**src/logic/rrts_consts.vh**
```
`ifndef RRTS_CONSTS_VH
`define RRTS_CONSTS_VH

// ----------------------------------------------------------------
// Timing
// ----------------------------------------------------------------
// Strap sample delay after reset release, in ns
`define RRTS_SAMPLE_DELAY_NS   1500
// Core clock period in ns (25 MHz)
`define RRTS_CLK_PERIOD_NS     40
// Cycles from release to sample: 1500 / 40 rounded down
`define RRTS_SAMPLE_CYCLES     (`RRTS_SAMPLE_DELAY_NS / `RRTS_CLK_PERIOD_NS)
// Cycles spent in self-configuration after the strap sample
`define RRTS_CONFIG_CYCLES     16

// ----------------------------------------------------------------
// Strap layout
// ----------------------------------------------------------------
`define RRTS_STRAP_WIDTH       8
`define RRTS_STRAP_NORMAL      8'h00

// ----------------------------------------------------------------
// Sequencer states
// ----------------------------------------------------------------
`define RRTS_ST_HOLD           2'h0
`define RRTS_ST_WAIT           2'h1
`define RRTS_ST_CONFIG         2'h2
`define RRTS_ST_RUN            2'h3

`endif

```
**src/logic/rrts_reset_sync.v**
```verilog
// ----------------------------------------------------------------
// Two-stage reset release synchroniser
// ----------------------------------------------------------------
module rrts_reset_sync (
    input  wire i_core_clk,
    input  wire i_arst_n,
    output wire o_rst_n
);

    reg meta_q;
    reg sync_q;

    always @(posedge i_core_clk or negedge i_arst_n) begin
        if (!i_arst_n) begin
            meta_q <= 1'b0;
            sync_q <= 1'b0;
        end else begin
            meta_q <= 1'b1;
            sync_q <= meta_q;
        end
    end

    assign o_rst_n = sync_q;

endmodule // rrts_reset_sync

```
**src/logic/rrts_top.v**
```verilog
`include "rrts_consts.vh"

module rrts_top #(
    parameter SAMPLE_CYCLES = `RRTS_SAMPLE_CYCLES,
    parameter CONFIG_CYCLES = `RRTS_CONFIG_CYCLES
) (
    input  wire       i_core_clk,
    input  wire       i_arst_n,
    input  wire       i_scan_port_reset_low,
    input  wire       i_manufacturing_test_select,
    input  wire [7:0] i_test_strap_pin,
    input  wire [7:0] i_test_out_data,
    output wire [7:0] o_test_strap_pin,
    output wire [7:0] o_test_strap_pin_oe,
    output reg  [7:0] o_test_mode_sel,
    output reg        o_test_mode_active,
    output reg        o_self_config_busy,
    output reg        o_self_config_done,
    output reg        o_startup_fault
);

    // ----------------------------------------------------------------
    // Reset release
    // ----------------------------------------------------------------
    wire rst_n;

    rrts_reset_sync u_reset_sync (
        .i_core_clk (i_core_clk),
        .i_arst_n   (i_arst_n),
        .o_rst_n    (rst_n)
    );

    // ----------------------------------------------------------------
    // Sequencer
    // ----------------------------------------------------------------
    localparam [1:0] ST_HOLD   = `RRTS_ST_HOLD;
    localparam [1:0] ST_WAIT   = `RRTS_ST_WAIT;
    localparam [1:0] ST_CONFIG = `RRTS_ST_CONFIG;
    localparam [1:0] ST_RUN    = `RRTS_ST_RUN;
    localparam integer SAMPLE_LAST_I = SAMPLE_CYCLES - 1;
    localparam integer CONFIG_LAST_I = CONFIG_CYCLES - 1;
    localparam [15:0]  SAMPLE_LAST   = SAMPLE_LAST_I[15:0];
    localparam [15:0]  CONFIG_LAST   = CONFIG_LAST_I[15:0];

    reg  [1:0]  state_q;
    reg  [1:0]  state_d;
    reg  [15:0] cnt_q;
    reg  [15:0] cnt_d;
    reg         started_q;
    reg  [7:0]  strap_q;
    reg         drive_q;
    reg  [7:0]  out_q;
    wire        release_pulse;
    wire        sample_now;
    wire        busy_d;
    wire        done_d;
    wire        active_d;

    // ----------------------------------------------------------------
    // Release edge detect
    // ----------------------------------------------------------------
    // Cleared by the synchronised reset, so the low-to-high release
    // is seen exactly once per power-on reset
    always @(posedge i_core_clk or negedge rst_n) begin
        if (!rst_n) begin
            started_q <= 1'b0;
        end else begin
            started_q <= 1'b1;
        end
    end

    assign release_pulse = !started_q;

    // ----------------------------------------------------------------
    // Sequencer next state
    // ----------------------------------------------------------------
    // Single compare point, so the straps can only be taken once
    assign sample_now = (state_q == ST_WAIT) && (cnt_q == SAMPLE_LAST);

    always @* begin
        state_d = state_q;
        cnt_d   = cnt_q + 16'h0001;
        case (state_q)
            ST_HOLD: begin
                cnt_d   = 16'h0000;
                if (release_pulse) begin
                    state_d = ST_WAIT;
                end
            end
            ST_WAIT: begin
                if (sample_now) begin
                    cnt_d   = 16'h0000;
                    state_d = ST_CONFIG;
                end
            end
            ST_CONFIG: begin
                if (cnt_q == CONFIG_LAST) begin
                    cnt_d   = 16'h0000;
                    state_d = ST_RUN;
                end
            end
            default: begin
                cnt_d   = cnt_q;
                state_d = ST_RUN;
            end
        endcase
    end

    always @(posedge i_core_clk or negedge rst_n) begin
        if (!rst_n) begin
            state_q <= ST_HOLD;
            cnt_q   <= 16'h0000;
        end else begin
            state_q <= state_d;
            cnt_q   <= cnt_d;
        end
    end

    // ----------------------------------------------------------------
    // Strap capture and pin drive
    // ----------------------------------------------------------------
    always @(posedge i_core_clk or negedge rst_n) begin
        if (!rst_n) begin
            strap_q <= `RRTS_STRAP_NORMAL;
        end else if (sample_now) begin
            strap_q <= i_test_strap_pin;
        end
    end

    // Pins stay undriven until the sample has been taken
    always @(posedge i_core_clk or negedge rst_n) begin
        if (!rst_n) begin
            drive_q <= 1'b0;
        end else if (sample_now) begin
            drive_q <= 1'b1;
        end
    end

    always @(posedge i_core_clk or negedge rst_n) begin
        if (!rst_n) begin
            out_q <= 8'h00;
        end else begin
            out_q <= drive_q ? i_test_out_data : 8'h00;
        end
    end

    genvar g;
    generate
        for (g = 0; g < `RRTS_STRAP_WIDTH; g = g + 1) begin : g_pin
            assign o_test_strap_pin[g]    = out_q[g];
            assign o_test_strap_pin_oe[g] = drive_q;
        end
    endgenerate

    // ----------------------------------------------------------------
    // Status outputs
    // ----------------------------------------------------------------
    assign busy_d   = (state_q == ST_WAIT) || (state_q == ST_CONFIG);
    assign done_d   = (state_q == ST_RUN);
    assign active_d = (|strap_q) | i_manufacturing_test_select;

    always @(posedge i_core_clk or negedge rst_n) begin
        if (!rst_n) begin
            o_test_mode_sel <= 8'h00;
        end else begin
            o_test_mode_sel <= strap_q;
        end
    end

    always @(posedge i_core_clk or negedge rst_n) begin
        if (!rst_n) begin
            o_test_mode_active <= 1'b0;
        end else begin
            o_test_mode_active <= active_d;
        end
    end

    always @(posedge i_core_clk or negedge rst_n) begin
        if (!rst_n) begin
            o_self_config_busy <= 1'b0;
        end else begin
            o_self_config_busy <= busy_d;
        end
    end

    // Done holds until the next power-on reset
    always @(posedge i_core_clk or negedge rst_n) begin
        if (!rst_n) begin
            o_self_config_done <= 1'b0;
        end else begin
            o_self_config_done <= done_d;
        end
    end

    // A scan reset pin left high is flagged, not obeyed
    always @(posedge i_core_clk or negedge rst_n) begin
        if (!rst_n) begin
            o_startup_fault <= 1'b0;
        end else begin
            o_startup_fault <= i_scan_port_reset_low;
        end
    end

endmodule // rrts_top

```
**config.mk**
```make
export PLATFORM = sky130hd
export DESIGN_NAME = rrts_top
export DESIGN_NICKNAME = d
export VERILOG_FILES = /design/src/logic/rrts_reset_sync.v /design/src/logic/rrts_top.v
export VERILOG_INCLUDE_DIRS = /design/src /design/src/logic
export SDC_FILE = /design/constraint.sdc
export NUM_CORES = 1
export LEC_CHECK = 0
export ABC_CLOCK_PERIOD_IN_PS = 2000
export BUFFER_PORTS_ARGS = -buffer_cell sky130_fd_sc_hd__buf_2
export CORE_MARGIN = 2
export CORE_UTILIZATION = 53
export CTS_CLUSTER_SIZE = 20
export DETAILED_ROUTE_END_ITERATION = 7
export PLACE_DENSITY_LB_ADDON = 0.1
export SYNTH_ARGS = -nofsm -noshare
export SYNTH_HDL_FRONTEND = slang
export SYNTH_SLANG_ARGS = --single-unit
export TNS_END_PERCENT = 50
```
**constraint.sdc**
```tcl
create_clock -name i_core_clk -period 2 [get_ports i_core_clk]
set_input_delay 0.4 -clock i_core_clk [delete_from_list [all_inputs] [get_ports i_core_clk]]
set_output_delay 0.4 -clock i_core_clk [all_outputs]
set_load 0.01 [all_outputs]
```
==> metrics.md <==
| Metric | Value |
|---|---|
| Outcome | `complete, no violations` |
| Setup violations, final | `0` |
| # diodes | `0` |
| Initial Util | `54.8%` |
| Number of setup buffers added after CTS | `0` |
| Tmin final | `1.87 ns` |
| H-tree Lvls | `2` |
| Routed Antenna Nets | `0` |
| Synth Flop Type | `dfrtp_1` |
| Vias per std cell | `5.21` |
| GPL Wtd Cong | `0.855` |
| Yosys top cell area share | `57.5%` |
| CTS root buffer | `clkbuf_8` |
| Flops & latches, synth | `50` |
| Relative slew slack | `65.5%` |
| Synth Warn # | `0` |
| # fillers | `302` |
| Max_cap viols | `0` |
| TritonRoute pass-1 iters | `4` |
| Layout Utilization | `65.2%` |
| Wire per inst | `13.3 µm` |
| Initial antenna violation count | `0` |
| Core Footprint | `3970 µm²` |
| Synth Instances | `183` |
| CTS Buffer Depth | `2` |
| CP Capture Type | `flop` |
| Crit Path Max Fanout | `8` |
| Die Height | `68.1 µm` |
| Slew @ Worst Pin | `0.517 ns` |
| Final period util | `93.3%` |
| CP dominant cell by count | `or3_1` |
| Crit path kind | `flop to flop` |
| DRC Markers | `0` |
| Hpwl dp | `2.99 mm` |
| Global-route wire length before repair | `6.38 mm` |
| Cell area after synthesis | `2180 µm²` |
| Hold Path Class | `input pin to flop` |
| Routed wire length | `3.83 mm` |
| Die ar. | `4640 µm²` |
| GRT Total Usage | `18.6%` |
| Clk_skew | `0.00781 ns` |
| Clock latency at the later pin of the worst-skew pair | `0.30 ns` |
| Via count | `1506` |
| # nets final | `266` |
| Fmax achieved | `536 MHz` |
| Avg Synthesized Cell Area | `11.9 µm²` |
| Sequential cell area fraction in the yosys report | `57.5%` |
| Fin. max-slew vios | `0` |
| Multi-input logic area | `828 µm²` |
| PwrDens | `697 nW/µm²` |
| Static leakage | `1.28 nW` |
| Distinct cells, synth | `38` |
| CTS buffer count | `5` |
| Area post-placement | `2470 µm²` |
| Port Buffer Count | `47` |
| Vias in the first global route | `1486` |
| Final setup TNS | `0 ns` |
| Slowest Stage Delay on Critical Path | `0.44 ns` |
| Critical path data required time | `2.23 ns` |
| Total I/O pin count | `48` |
| Die width | `68.1 µm` |
| Maximum vdd ir drop | `0.405 mV` |
| Layout cell share with drive strength beyond 1 | `32.2%` |
| GR Overflow Total | `0` |
| Post-route cell area | `2590 µm²` |
| CTS tree | `done` |
| Synth async-reset ratio | `100%` |
| Register area | `1250 µm²` |
| Largest net degree at the start of global routing | `26` |
| Synth area leaders | `dfrtp_1, ha_1, mux2_2, xnor2_1, buf_4` |
| Crit path cell chain | `ha_1, nand4b_1, or3_1, or3_1, a21oi_1` |
| CP max-delay cell | `dfrtp_1` |
| Most numerous cell in the Yosys netlist | `dfrtp_1` |
| # rows | `23` |
| Synth-to-Final Area Change | `19.0%` |
| Initial DRC Count | `154` |
| Synth area leader | `dfrtp_1` |
| Commonest cells in the netlist | `dfrtp_1, nor2_1, nand2_1` |
| Worst setup SP type | `flop` |
| Final Hold Fails | `0` |
| RSZ-0062 raised after global routing | `false` |
| Clock Pin Slew Worst Setup and Hold Paths | `0.09 ns` |
| Clk sinks | `50` |
| WP data arrival | `2.09 ns` |
| Number of synthesized flops with an enable pin | `0` |
flip-flops by register name, summed over array words and instances (netlist names), 2 cells and up:
name              cells
o_test_strap_pin      8
strap_q               8
o_test_mode_sel       8
cnt_q                16
state_q               2
final cells by class:
cell class	instances	share of cell area (%)
well taps	50	2.41
multi-input cells	117	32.0
inverters	8	1.16
clock inverters	3	1.69
flip-flops and latches	50	48.3
repair buffers	56	11.8
clock buffers	5	2.66
power breakdown:
group	internal (mW)	switching, mW
clock	0.375	0.328
combinational	0.0297	0.0256
sequential	1.03	0.0185
metrics by stage:
stage,power (mW),setup WS (ns),cells,hold WS (ns)
floorplan,1.09,0.192,184,0.104
global placement,1.12,0.232,280,0.185
detailed placement,1.13,0.145,280,0.190
CTS,1.83,0.123,289,0.189
global route,1.88,0.0117,289,0.179
finish,1.81,0.134,289,0.200
layout by cell type (no fill, tap or decap), types with 6 or more instances in the layout:
cell     Yosys  final
dfrtp_1     50     49
buf_2        0     47
nor2_1      13     13
nand2_1      9      9
inv_1        8      8
and2_1       8      8
nor3_1       8      8
mux2_2       8      8
xnor2_1      8      8
ha_1         8      8
buf_4        8      8
nand3_1      7      7
o21ai_0      6      6
cell families after synthesis:
| group | synth area share, % |
|---|---|
| other cells | 0.172 |
| mux | 4.60 |
| simple gates | 19.2 |
| buf+inv | 4.66 |
| compound gates | 5.69 |
| xor+xnor | 3.62 |
| fa+ha+maj | 4.60 |
| flops | 57.5 |
routing by layer:
layer | part of all wire, % | global-route usage [%] | vias up
met4 | 1.1 | 6.50 | 0
met2 | 50 | 30.5 | 41
met5 | 0 | 0 | -
met3 | 4.7 | 6.09 | 5
met1 | 44 | 23.0 | 721
li1 | - | - | 739
timing repair:
item,in CTS,in global routing
hold endpoints to repair,2,0
resized for setup,0,0
hold buffers,1,0
final timing paths:
path / start / to / slack (ns) / depth (start not counted)
max in group asynchronous: u_reset_sync.o_rst_n / drive_q / 1.20 / 1
min in group asynchronous: u_reset_sync.o_rst_n / o_startup_fault / 0.24 / 0
max reg2reg: state_q[0] / cnt_q[15] / 0.13 / 5
max: state_q[0] / cnt_q[15] / 0.13 / 5
min: i_scan_port_reset_low / o_startup_fault / 0.20 / 1
min reg2reg: u_reset_sync.o_rst_n / o_startup_fault / 0.24 / 0
critical path, delay by kind of cell (launching register included):
family | cells | cell delay, ns
flops | 1 | 0.44
compound gates | 1 | 0.16
fa+ha+maj | 1 | 0.32
simple gates | 3 | 0.87
Note: power is estimated with default switching activity, not from simulation.
